**src/msbw_pkg.sv**
```systemverilog
package msbw_pkg;
  // mode pin patterns {hi,mid,lo}
  localparam logic [2:0] MODE_PINS_4 = 3'h4;
  localparam logic [2:0] MODE_PINS_5 = 3'h5;
  localparam logic [2:0] MODE_PINS_6 = 3'h6;
  localparam logic [2:0] MODE_PINS_7 = 3'h7;
  // register map
  localparam logic [3:0] ADDR_WIDTH_CFG = 4'h0;
  localparam logic [3:0] ADDR_MODE_STATUS = 4'h1;
  // reset values of the width register
  localparam logic [7:0] WIDTH_RESET_WIDE = 8'h00;
  localparam logic [7:0] WIDTH_RESET_NARROW = 8'hFF;
  localparam int USB_AREA_BIT = 6;
  typedef enum logic [1:0]
  {
    MSBW_MODE4 = 2'b00,
    MSBW_MODE5 = 2'b01,
    MSBW_MODE6 = 2'b10,
    MSBW_MODE7 = 2'b11
  } msbw_mode_t;
endpackage

```
**src/msbw_decode.sv**
```systemverilog
`timescale 1ns/1ps
// combinational pin decoder; an invalid pattern falls back to single-chip
module msbw_decode
  import msbw_pkg::*;
(
  input wire logic [2:0] pins,
  output msbw_mode_t mode
);
  // decode the strap pattern
  always_comb
  begin
    if (pins == MODE_PINS_4)
      mode = MSBW_MODE4;
    else if (pins == MODE_PINS_5)
      mode = MSBW_MODE5;
    else if (pins == MODE_PINS_6)
      mode = MSBW_MODE6;
    else
      mode = MSBW_MODE7;
  end
endmodule

```
**src/msbw_top.sv**
```systemverilog
`timescale 1ns/1ps
// Behaviour
// - The three mode pins decode 100/101/110/111 into modes 4/5/6/7.
// - Modes 4, 5 and 6 enable the external bus for memory and peripherals.
// - Mode 7 is single-chip and produces no external addresses.
// - On-chip ROM is off in modes 4 and 5 and on in modes 6 and 7.
// - The width register has one bit per area 7..0, 0 meaning 16-bit and 1 meaning 8-bit.
// - Reset loads the width register with all ones; the latch edge after release loads all ones in modes 5, 6, 7 and all zeros in mode 4.
// - If any area is 16-bit the whole external bus runs 16-bit, else it runs 8-bit.
// - On-chip memory and internal registers keep a fixed width, except the USB area which follows its bit.
module msbw_top
  import msbw_pkg::*;
(
  input wire logic mclk,
  input wire logic reset,
  input wire logic clk_en,
  input wire logic mode_pin_hi,
  input wire logic mode_pin_mid,
  input wire logic mode_pin_lo,
  input wire logic [3:0] reg_addr,
  input wire logic [7:0] reg_wdata,
  input wire logic reg_wr,
  input wire logic reg_rd,
  output logic [7:0] reg_rdata,
  output logic [1:0] op_mode,
  output logic ext_bus_en,
  output logic ext_addr_en,
  output logic rom_en,
  output logic ext_bus_16bit,
  output logic [7:0] area_bus_width_config,
  output logic usb_area_8bit,
  output logic mode_valid
);
  msbw_mode_t pin_mode;
  msbw_mode_t mode;
  msbw_mode_t next_mode;
  logic latched;
  logic next_latched;
  logic [7:0] next_width;
  logic [7:0] next_rdata;
  logic [1:0] next_op_mode;
  logic next_ext_bus_en;
  logic next_ext_addr_en;
  logic next_rom_en;
  logic next_bus16;
  logic next_usb8;
  logic [7:0] area_wide;

  msbw_decode u_decode
  (
    .pins({mode_pin_hi, mode_pin_mid, mode_pin_lo}),
    .mode(pin_mode)
  );

  // strap capture: flops reset to constants, pins sampled on the first enabled edge after release
  always_comb
  begin
    next_mode = mode;
    next_latched = latched;
    next_width = area_bus_width_config;
    if (!latched)
    begin
      next_mode = pin_mode;
      next_latched = 1'b1;
      if (pin_mode == MSBW_MODE4)
        next_width = WIDTH_RESET_WIDE;
      else
        next_width = WIDTH_RESET_NARROW;
    end
    else if (reg_wr && reg_addr == ADDR_WIDTH_CFG)
      next_width = reg_wdata;
  end

  // per-area wide flags kept as a bit loop so the area count is easy to change later
  for (genvar g = 0; g < 8; g = g + 1)
  begin : g_area
    assign area_wide[g] = ~next_width[g];
  end

  // derived outputs, computed from the next state so they line up with it
  always_comb
  begin
    next_op_mode = next_mode;
    next_ext_bus_en = next_latched && (next_mode != MSBW_MODE7);
    next_ext_addr_en = next_latched && (next_mode != MSBW_MODE7);
    next_rom_en = next_latched && (next_mode == MSBW_MODE6 || next_mode == MSBW_MODE7);
    // one narrow area does not narrow the bus; any wide area widens it all
    next_bus16 = next_ext_bus_en && (|area_wide);
    next_usb8 = next_width[USB_AREA_BIT];
    next_rdata = 8'h00;
    if (reg_rd)
    begin
      if (reg_addr == ADDR_WIDTH_CFG)
        next_rdata = area_bus_width_config;
      else if (reg_addr == ADDR_MODE_STATUS)
        next_rdata = {3'h0, rom_en, ext_bus_en, latched, op_mode};
      else
        next_rdata = 8'h00; // unmapped reads zero
    end
  end

  // registers; while clk_en is low everything holds
  always_ff @(posedge mclk or posedge reset)
  begin
    if (reset)
    begin
      mode <= MSBW_MODE7;
      latched <= 1'b0;
      area_bus_width_config <= WIDTH_RESET_NARROW;
      reg_rdata <= 8'h00;
      op_mode <= 2'h3;
      ext_bus_en <= 1'b0;
      ext_addr_en <= 1'b0;
      rom_en <= 1'b0;
      ext_bus_16bit <= 1'b0;
      usb_area_8bit <= 1'b1;
      mode_valid <= 1'b0;
    end
    else if (clk_en)
    begin
      mode <= next_mode;
      latched <= next_latched;
      area_bus_width_config <= next_width;
      reg_rdata <= next_rdata;
      op_mode <= next_op_mode;
      ext_bus_en <= next_ext_bus_en;
      ext_addr_en <= next_ext_addr_en;
      rom_en <= next_rom_en;
      ext_bus_16bit <= next_bus16;
      usb_area_8bit <= next_usb8;
      mode_valid <= next_latched;
    end
  end
endmodule

```
**config.mk**
```make
export PLATFORM = sky130hd
export DESIGN_NAME = msbw_top
export DESIGN_NICKNAME = d
export VERILOG_FILES = /design/src/msbw_pkg.sv /design/src/msbw_decode.sv /design/src/msbw_top.sv
export SDC_FILE = /design/constraint.sdc
export NUM_CORES = 1
export LEC_CHECK = 0
export BUFFER_PORTS_ARGS = -buffer_cell sky130_fd_sc_hd__buf_2
export CORE_AREA = 10 10 63 65
export DETAILED_ROUTE_END_ITERATION = 8
export DIE_AREA = 0 0 73 75
export MAX_ROUTING_LAYER = met4
export PLACE_DENSITY = 0.66
export SYNTH_ARGS = -nofsm -noshare
export SYNTH_HDL_FRONTEND = slang
export SYNTH_SLANG_ARGS = --single-unit
export TNS_END_PERCENT = 10
```
**constraint.sdc**
```tcl
create_clock -name mclk -period 2.17 [get_ports mclk]
set_clock_uncertainty 0.2 [all_clocks]
set_input_delay 0.217 -clock mclk [delete_from_list [all_inputs] [get_ports mclk]]
set_output_delay 0.217 -clock mclk [all_outputs]
set_load 0.02 [all_outputs]
```
## Word level (Yosys, flattened, before mapping)

Cells that the tools add are included.

- Logic and storage cells: 39
- Flip-flop bits (word level): 23

- Bitwise gates (word level): 8
- Equal/unequal tests: 7
- Mux-type cells: 10
- Reduce and logical (&&, ||, !) cells: 6

Operator list:

| cell | number |
|---|---|
| $mux W8 | 5 |
| $eq A3 B3 Y1 const B | 3 |
| $not A1 Y1 | 8 |
| $reduce_or A8 Y1 | 1 |
| $mux W2 | 3 |
| $mux W5 | 1 |
| $eq A2 B2 Y1 const B | 2 |
| $eq A4 B1 Y1 const B | 1 |
| $logic_not A4 Y1 | 1 |
| $logic_and A1 B1 Y1 | 2 |
| $logic_not A2 Y1 | 1 |
| $ne A2 B2 Y1 const B | 1 |
| $logic_or A1 B1 Y1 | 1 |
| $mux W1 | 1 |

## Longest topological paths before layout

Gate-level depths: netlist of the first run.

- Depth after elaboration: 10
- Depth in mapped cells: 5

## By module

From an unflattened synthesis of the first run, not the netlist that was laid out.

- Cells, all modules: 102
- Area total of the unflattened synthesis: 1087.3 µm²

By module, submodules not included:

| module | seq. area each (µm²) | instances | cells an instance | area an instance (µm²) |
|---|---|---|---|---|
| msbw_top | 563.0 | 1 | 100 | 1074.8 |
| msbw_decode | 0.0 | 1 | 2 | 12.5 |

## Worst setup path before layout of the first run

Ideal clock, no wire load.

- Kind: register to register
- From: register, netlist name mode_valid
- To: register area_bus_width_config[0]
- Cell stages (with the launch flop): 6
- Arrival time: 1243 ps
- Required time: 1896 ps
- Slack: 653 ps
- Cell sequence: dfrtp_1 > buf_2 > inv_1 > nor3_4 > a21oi_1 > o2bb2ai_1

RTL lines:

| what | RTL line | text |
|---|---|---|
| end signal: assignment | msbw_top.sv:123 | `area_bus_width_config <= next_width;` |
| end: declaration | msbw_top.sv:30 | `output logic [7:0] area_bus_width_config,` |

==> flow_summary_export.csv, run 1 <==
group,metric,value,unit
cts,htreeDepth,1,
floorplanning,core-area,2710,sq um
power,power_density,685.9,nW/um^2
sta,final_max_slew_viol_count,0,
cts,cts_root_buf,"clkbuf_4",
critical_path,arrival,1.89,ns
sta,slew_headroom,45.94,%
synth,synth-seq-area-share,53.57,%
layout,diodes,0,
critical_path,cp_top_family,"buffers and inverters",
global_routing,grt_start_max_net_pins,23,
floorplanning,die_width,73,microns
place,placed_area,1271,sq um
route,finalWirelength,3051,microns
power,peakVddDrop,419.8,uV
cts,clk_latency,0.31,ns
global_routing,grt_pass1_wl,4940,microns
synth,synth_area_leaders,"dfrtp_1 29%, dfstp_2 25%, o2bb2ai_1 11%",
place,port-buffer-count,43,
layout,area_growth,26.31,%
critical_path,reg2reg_setup_slack,0.53,ns
route,dr.first_iter.drc_count,15,
floorplanning,floorplan.initialDensity,38.78,%
run_status,outcome,"completed",
route,drt-wirelength-per-cell,17.95,microns
power,totalPowerFinal,0.9105,mW
critical_path,r2r_end,"area_bus_width_config[6]",
cts,clk_pin_slew_worst_paths,0.11,ns
synth,synth.avg_cell_area,11.06,sq um
synth,synthFlopType,"dfrtp_1",
floorplanning,dieArea,5475,sq um
floorplanning,fp.dieH,75,microns
synth,ys_warn_count,0,
min_path,worstHoldPathType,"in -> reg",
sta,hold_violations,0,
synth,synth_area,1051,sq um
critical_path,crit_end,"ext_bus_16bit",
synth,syn_nets,115,
synth,netlist_instances,95,
global_routing,gr-total-overflow,0,
sta,setup_viol,0,
power,p_leak,0.6219,nW
floorplanning,core.rowCount,19,
sta,max_freq,544.5,MHz
cts,postCtsSetupBuffers,0,
critical_path,worst_path_max_delay_cell,"dlygate4sd3_1",
cts,cts_tree,"yes",
flow_run,max_cap_violations,0,
critical_path,crit_path_start,"clk_en",
sta,min_period_over_period,84.63,%
critical_path,crit_cells,5,
critical_path,cp-start-kind,"input pin",
critical_path,cp-end-kind,"flop",
critical_path,cp_cell_sequence,"dlygate4sd3_1, buf_2, clkinv_1, nor3_1, a22o_1",
layout,instances_no_fill,170,
place,placed_cells,163,
layout,stdcell_area,1328,sq um
place,dp_hpwl,2352,microns
synth,synth-edff-count,0,
cts,cts.sinks,22,
synth,synth_area_leader_cell,"dfrtp_1",
global_routing,grt_pass1_vias,1018,
layout,final_core_util,48.98,%
layout,drive_gt1_share,43.17,%
synth,ys_ff_latch,22,
cts,numCtsBuffers,3,
critical_path,critPathBufInv,3,
global_routing,track_usage,11.59,%
route,vias_per_cell,5.606,
sta,worst_slew_pin_slew,0.8101,ns
synth,yosys.area.top_type_share,28.57,%
route,via_count,953,
critical_path,regToRegStartpoint,"mode_valid",
cts,clock_path_buffers,2,
synth,synthArstFlopShare,100.0,%
synth,synth_cell_types,28,
critical_path,worstPathRequired,2.22,ns
sta,setup_tns,0,ns
layout,n_fill_cell,260,
sta,rsz0062_at_grt,"false",
route,drc,0,
floorplanning,pin_count,44,
place,gp_congestion,0.8925,
sta,layout_min_cycle_time,1.836,ns
critical_path,cpPeakStageDelay,0.52,ns
route,ant_nets,0,
global_routing,antenna_found_initial,0,
critical_path,worstSetupPathType,"in -> reg",
critical_path,cp_max_fo,19,
critical_path,r2r_cells,4,
route,dr.pass1.iters,4,
layout,nets,160,
[cells in the mapped netlist, types with 2 or more instances]
library cell  count
a21oi_1          10
a22o_1            4
buf_2             3
buf_4             2
dfrtp_1          12
dfstp_2          10
inv_1             4
mux2i_1           5
nand2_1           5
nand3_1           2
nand4_1           4
nor2_1            2
nor3_1            2
o21ai_0           4
o2bb2ai_1        13
[cells by family (layout without fill, tap and decap cells)]
logic type	Yosys count	in the layout	share of synthesized area [%]
simple gates	20	20	11.19
buf+inv	11	55	4.998
flops	22	22	53.57
mux	6	6	5.833
compound gates	36	36	24.41
[tightest hold or removal path, delay by kind of cell]
kind / cells / cell delay [ns]
compound gates: 2 / 0.19
buf+inv: 1 / 0.11
[how the worst min path moves through the flow]
stage,cells past startpoint,from,to
after floorplan,1,reset,ext_addr_en
after global placement,2,reset,reg_rdata[3]
after detailed placement,2,reset,reg_rdata[4]
after CTS,3,reg_wdata[5],area_bus_width_config[5]
after global routing,3,reg_wdata[5],area_bus_width_config[5]
final,3,reg_wdata[5],area_bus_width_config[5]
[per-layer routing]
layer  global-route usage (%)  vias to the layer above  share of wire (%)
met5                        -                        -                  0
met2                    17.10                       45                 45
met3                    3.285                       10                7.1
met1                    14.25                      456                 46
li1                         -                      442                  -
met4                    5.485                        0                2.6
[per-stage QoR]
| step | setup slack, ns | hold slack (ns) |
|---|---|---|
| final | 0.3336 | 0.007024 |
| after CTS | 0.3669 | 0.001161 |
| after global placement | 0.5640 | 0.2131 |
| after floorplan | 0.6532 | -0.001186 |
| after detailed placement | 0.5327 | 0.2269 |
| after global routing | 0.2417 | 0.01295 |
[layout make-up]
cell class | instances | area, sq um | share of cell area (%)
well taps | 31 | 38.79 | 2.922
inverters | 5 | 18.77 | 1.414
flip-flops and latches | 22 | 563.0 | 42.41
repair buffers | 46 | 245.2 | 18.47
clock buffers | 4 | 26.28 | 1.979
multi-input cells | 62 | 435.4 | 32.80
[registers in the layout, indices dropped and copies added, names as in the netlist]
register               cells
mode_valid                 1
area_bus_width_config      8
ext_bus_16bit              1
mode                       2
reg_rdata                  8
rom_en                     1
ext_addr_en                1
[power breakdown]
part           switching (mW)  internal [mW]
registers              0.0452          0.471
logic                   0.116         0.0795
clock network           0.127         0.0718
total                   0.288          0.622
[cells in the final DEF (no fill, tap or decap), types with 2 or more instances in the layout]
cell / count
inv_1: 4
clkbuf_4: 3
a22o_1: 4
dlygate4sd3_1: 3
dfstp_2: 10
mux2i_1: 5
nand4_1: 4
nand3_1: 2
dfrtp_1: 12
nor2_1: 2
buf_2: 43
nand2_1: 5
o21ai_0: 4
o2bb2ai_1: 13
a21oi_1: 10
nor3_1: 2
[what timing repair did]
action / CTS / global route
hold buffers: 3 / 0
resized for setup: 0 / 0
hold endpoints to repair: 14 / 0
(Power assumes the default switching activity.)
==> inputs of run 2 (changes only) <==
--- a/config.mk
+++ b/config.mk
@@ -10,7 +10,7 @@
 export DETAILED_ROUTE_END_ITERATION = 8
 export DIE_AREA = 0 0 73 75
 export MAX_ROUTING_LAYER = met4
-export PLACE_DENSITY = 0.66
+export PLACE_DENSITY = 0.69
 export SYNTH_ARGS = -nofsm -noshare
 export SYNTH_HDL_FRONTEND = slang
 export SYNTH_SLANG_ARGS = --single-unit
==> constraint.sdc (replaced) <==
create_clock -name mclk -period 1.52 [get_ports mclk]
set_clock_uncertainty 0.2 [all_clocks]
set_input_delay 0.152 -clock mclk [delete_from_list [all_inputs] [get_ports mclk]]
set_output_delay 0.152 -clock mclk [all_outputs]
set_load 0.02 [all_outputs]
==> flow_summary_export.csv, run 2 (same netlist as run 1, synthesis figures left out) <==
group,metric,value,unit
run_status,outcome,"completed",
critical_path,arrival,1.50,ns
floorplanning,floorplan.initialDensity,38.78,%
critical_path,worst_path_max_delay_cell,"dfstp_2",
sta,whs,0.02939,ns
flow_run,max_cap_violations,0,
sta,min_period_over_period,98.38,%
route,drt-wirelength-per-cell,16.76,microns
route,dr.pass1.iters,4,
global_routing,grt_pass1_wl,5161,microns
global_routing,track_usage,12.23,%
cts,cts_root_buf,"clkbuf_4",
sta,max_freq,668.7,MHz
cts,cts_tree,"yes",
floorplanning,pin_count,44,
layout,diodes,0,
place,placed_area,1369,sq um
cts,cts.sinks,22,
power,totalPowerFinal,1.368,mW
global_routing,gr-total-overflow,0,
sta,rsz0062_at_grt,"true",
critical_path,worstPathRequired,1.53,ns
floorplanning,die_width,73,microns
power,power_density,889.6,nW/um^2
layout,area_growth,46.31,%
floorplanning,dieArea,5475,sq um
power,p_leak,0.7230,nW
min_path,worstHoldPathType,"in -> reg",
route,vias_per_cell,5.234,
floorplanning,core.rowCount,19,
layout,nets,182,
sta,worst_slew_pin_slew,0.3445,ns
route,dr.first_iter.drc_count,19,
power,peakVddDrop,668.1,uV
floorplanning,core-area,2710,sq um
layout,stdcell_area,1538,sq um
route,via_count,1005,
critical_path,cp-end-kind,"flop",
critical_path,cp_max_fo,2,
sta,layout_min_cycle_time,1.495,ns
cts,clock_path_buffers,2,
sta,final_max_slew_viol_count,0,
cts,numCtsBuffers,3,
place,gp_congestion,0.8463,
layout,final_common_cell,"buf_2",
place,placed_cells,176,
sta,setup_tns,0,ns
place,dp_hpwl,2431,microns
layout,instances_no_fill,192,
cts,clk_pin_slew_worst_paths,0.12,ns
route,drc,0,
sta,setup_viol,0,
global_routing,grt_start_max_net_pins,23,
floorplanning,fp.dieH,75,microns
sta,slew_headroom,76.85,%
layout,drive_gt1_share,47.83,%
critical_path,cp_cell_sequence,"nand4_1, a311oi_2, o21ai_1, a22o_1",
route,finalWirelength,3217,microns
global_routing,grt_pass1_vias,1082,
layout,final_cell_mix,"41 x buf_2, 14 x buf_4, 13 x o2bb2ai_1, 12 x dlygate4sd3_1, 11 x dfrtp_1",
critical_path,worstSetupPathType,"reg -> reg",
cts,postCtsSetupBuffers,0,
route,ant_nets,0,
global_routing,antenna_found_initial,0,
cts,clk_latency,0.30,ns
place,port-buffer-count,43,
critical_path,cpPeakStageDelay,0.56,ns
layout,largestRegisters,"area_bus_width_config: 8 flops, reg_rdata: 8 flops, mode: 2 flops",
cts,htreeDepth,1,
sta,hold_violations,0,
critical_path,cp-start-kind,"flop",
==> run 2: layout make-up <==
class,instances,area (sq um)
clock buffers,4,26.28
well taps,31,38.79
multi-input cells,62,444.2
flip-flops and latches,22,564.3
repair buffers,68,441.7
inverters,5,22.52
fillers,238,1172
==> run 2: report_power, final <==
group / switching (mW) / internal, mW
clock: 0.167 / 0.102
sequential: 0.0345 / 0.670
combinational: 0.211 / 0.184
==> run 2: final timing paths <==
check	start	to	slack (ns)	depth (start not counted)
max reg2reg	area_bus_width_config[2]	ext_bus_16bit	0.02	4
max	area_bus_width_config[2]	ext_bus_16bit	0.02	4
min in group asynchronous	reset	reg_rdata[3]	0.22	4
max in group asynchronous	reset	area_bus_width_config[5]	0.61	4
min	mode_pin_lo	mode[0]	0.03	4
min reg2reg	reg_rdata[2]	reg_rdata[2]	0.31	1
==> run 2: routing by layer <==
layer | part of all wire [%] | GRT usage [%]
met1 | 41 | 13.16
met2 | 52 | 21.49
met3 | 5.8 | 2.760
met4 | 0.44 | 4.430
met5 | 0 | -
==> run 2: timing repair <==
item,in CTS,in global routing
hold endpoints to repair,34,0
gates resized for setup,0,8
hold buffers,12,0
setup endpoints to repair,0,15
==> run 2: worst max-delay path, delay by kind of cell (launching register included) <==
family | cells | cell delay, ns
flip-flops | 1 | 0.56
AO/OA/AOI/OAI | 3 | 0.52
AND/OR/NAND/NOR | 1 | 0.12
==> run 2: stage by stage <==
step	utilization, %	setup WS (ns)
after CTS	55.91	0.02263
after floorplan	-	0.003223
after global routing	56.74	-0.02542
after global placement	50.51	-0.01064
final	56.74	0.02458
after detailed placement	50.51	-0.05317
==> inputs of run 3 (changes only) <==
--- a/config.mk
+++ b/config.mk
@@ -5,7 +5,7 @@
 export SDC_FILE = /design/constraint.sdc
 export NUM_CORES = 1
 export LEC_CHECK = 0
-export BUFFER_PORTS_ARGS = -buffer_cell sky130_fd_sc_hd__buf_2
+export BUFFER_PORTS_ARGS = -buffer_cell sky130_fd_sc_hd__buf_4
 export CORE_AREA = 10 10 63 65
 export DETAILED_ROUTE_END_ITERATION = 8
 export DIE_AREA = 0 0 73 75
==> flow_summary_export.csv, run 3 (same netlist as run 1, synthesis figures left out) <==
group,metric,value,unit
floorplanning,floorplan.initialDensity,38.78,%
floorplanning,pin_count,44,
route,drc,0,
sta,final_max_slew_viol_count,0,
cts,cts_tree,"yes",
layout,nets,183,
place,dp_slack,-0.04013,ns
critical_path,cp-start-kind,"flop",
cts,clk_latency,0.31,ns
critical_path,worstSetupPathType,"reg -> reg",
sta,worst_slew_pin_slew,0.3252,ns
cts,cts_root_buf,"clkbuf_4",
cts,htreeDepth,1,
layout,area_growth,56.19,%
flow_run,max_cap_violations,0,
critical_path,reg2reg_setup_slack,0.03,ns
route,finalWirelength,3208,microns
cts,cts.sinks,22,
cts,numCtsBuffers,3,
place,gp_congestion,0.8385,
min_path,min_to,"mode[0]",
floorplanning,core-area,2710,sq um
layout,largestRegisters,"area_bus_width_config: 8 flops, reg_rdata: 8 flops, mode: 2 flops",
power,p_leak,0.7547,nW
sta,max_freq,672.6,MHz
sta,slew_headroom,78.15,%
global_routing,track_usage,11.83,%
sta,setup_tns,0,ns
critical_path,worstPathRequired,1.53,ns
route,dr.pass1.iters,6,
sta,rsz0062_at_grt,"true",
global_routing,antenna_found_initial,0,
sta,hold_violations,0,
critical_path,regToRegStartpoint,"area_bus_width_config[6]",
min_path,worstHoldPathType,"in -> reg",
layout,final_cell_mix,"56 x buf_4, 13 x o2bb2ai_1, 12 x dlygate4sd3_1, 11 x dfrtp_1",
run_status,outcome,"completed",
sta,fin_ws,0.03325,ns
min_path,holdPathStages,4,
sta,min_period_over_period,97.81,%
floorplanning,fp.dieH,75,microns
place,dp_hpwl,2473,microns
cts,clk_pin_slew_worst_paths,0.12,ns
critical_path,cp-end-kind,"flop",
critical_path,cp_max_fo,2,
power,peakVddDrop,725.0,uV
critical_path,arrival,1.49,ns
power,power_density,862.5,nW/um^2
critical_path,r2r_end,"ext_bus_16bit",
floorplanning,die_width,73,microns
global_routing,grt_pass1_wl,5030,microns
min_path,min_from,"mode_pin_lo",
floorplanning,dieArea,5475,sq um
critical_path,r2r_cells,4,
route,drt-wirelength-per-cell,16.62,microns
sta,layout_min_cycle_time,1.487,ns
cts,clock_path_buffers,2,
route,dr.first_iter.drc_count,34,
global_routing,grt_start_max_net_pins,23,
global_routing,grt_pass1_vias,1038,
layout,drive_gt1_share,46.91,%
floorplanning,core.rowCount,19,
route,ant_nets,0,
sta,setup_viol,0,
route,vias_per_cell,5.192,
global_routing,gr-total-overflow,0,
layout,final_common_cell,"buf_4",
layout,diodes,0,
place,port-buffer-count,43,
route,via_count,1002,
==> run 3: cell count changes in the layout (fill, tap and decap cells not counted) <==
| cell | delta |
|---|---|
| buf_4 | +42 |
| buf_2 | -41 |
| clkinvlp_4 | -1 |
| nor2b_2 | -1 |
| nor2b_1 | +1 |
| clkinv_1 | +1 |
==> run 3: routing by layer <==
layer | part of all wire [%] | track usage, % | wire length (microns) | up-vias
li1 | - | - | - | 493
met1 | 43 | 13.46 | 1394 | 480
met2 | 52 | 20.25 | 1674 | 27
met3 | 3.9 | 2.891 | 126 | 2
met4 | 0.41 | 3.165 | 13 | 0
met5 | 0 | - | 0 | -
==> run 3: repair_timing <==
action,in CTS,in global routing
resized for setup,0,4
hold buffers,12,0
endpoints found under the setup margin,0,9
hold endpoints to repair,34,0
setup buffers,0,0
==> run 3: critical path: stages, from the launching register on <==
cell      delay (ns)
dfstp_2         0.55
nand4_1         0.12
a311oi_2        0.25
o21ai_1         0.09
a22o_1          0.19
==> run 3: power by group <==
group          internal (mW)  switching (mW)  leakage, nW
clock network          0.102           0.171       0.0150
logic                  0.228           0.216        0.482
registers              0.669          0.0295        0.258
==> run 3: how the worst max path moves through the flow <==
stage                             start  slack [ns]                        to
6_report       area_bus_width_config[6]        0.03             ext_bus_16bit
5_1_grt        area_bus_width_config[6]       -0.04             ext_bus_16bit
4_1_cts                     mode_pin_hi        0.03             ext_bus_16bit
3_5_place_dp                reg_addr[3]       -0.04  area_bus_width_config[3]
3_3_place_gp                reg_addr[3]       -0.02             ext_bus_16bit
2_1_floorplan                mode_valid       0.003  area_bus_width_config[0]
==> run 3: stage by stage <==
step	power, mW	util [%]	instances	instance area (sq um)	hold WS, ns
2_1_floorplan	0.9036	-	95	1051	-0.06619
3_3_place_gp	1.126	54.76	177	1484	0.008175
3_5_place_dp	1.132	54.76	177	1484	0.01384
4_1_cts	1.422	60.16	193	1630	0.01520
5_1_grt	1.488	60.57	193	1642	0.02310
6_report	1.416	60.57	193	1642	0.01764
==> run 3: cell type report <==
| cell class | instances | area (sq um) |
|---|---|---|
| clock buffer | 4 | 26.28 |
| fill | 228 | 1069 |
| inverter | 5 | 18.77 |
| multi-input combinational | 62 | 441.7 |
| sequential | 22 | 564.3 |
| tap | 31 | 38.79 |
| timing repair buffer | 69 | 551.8 |
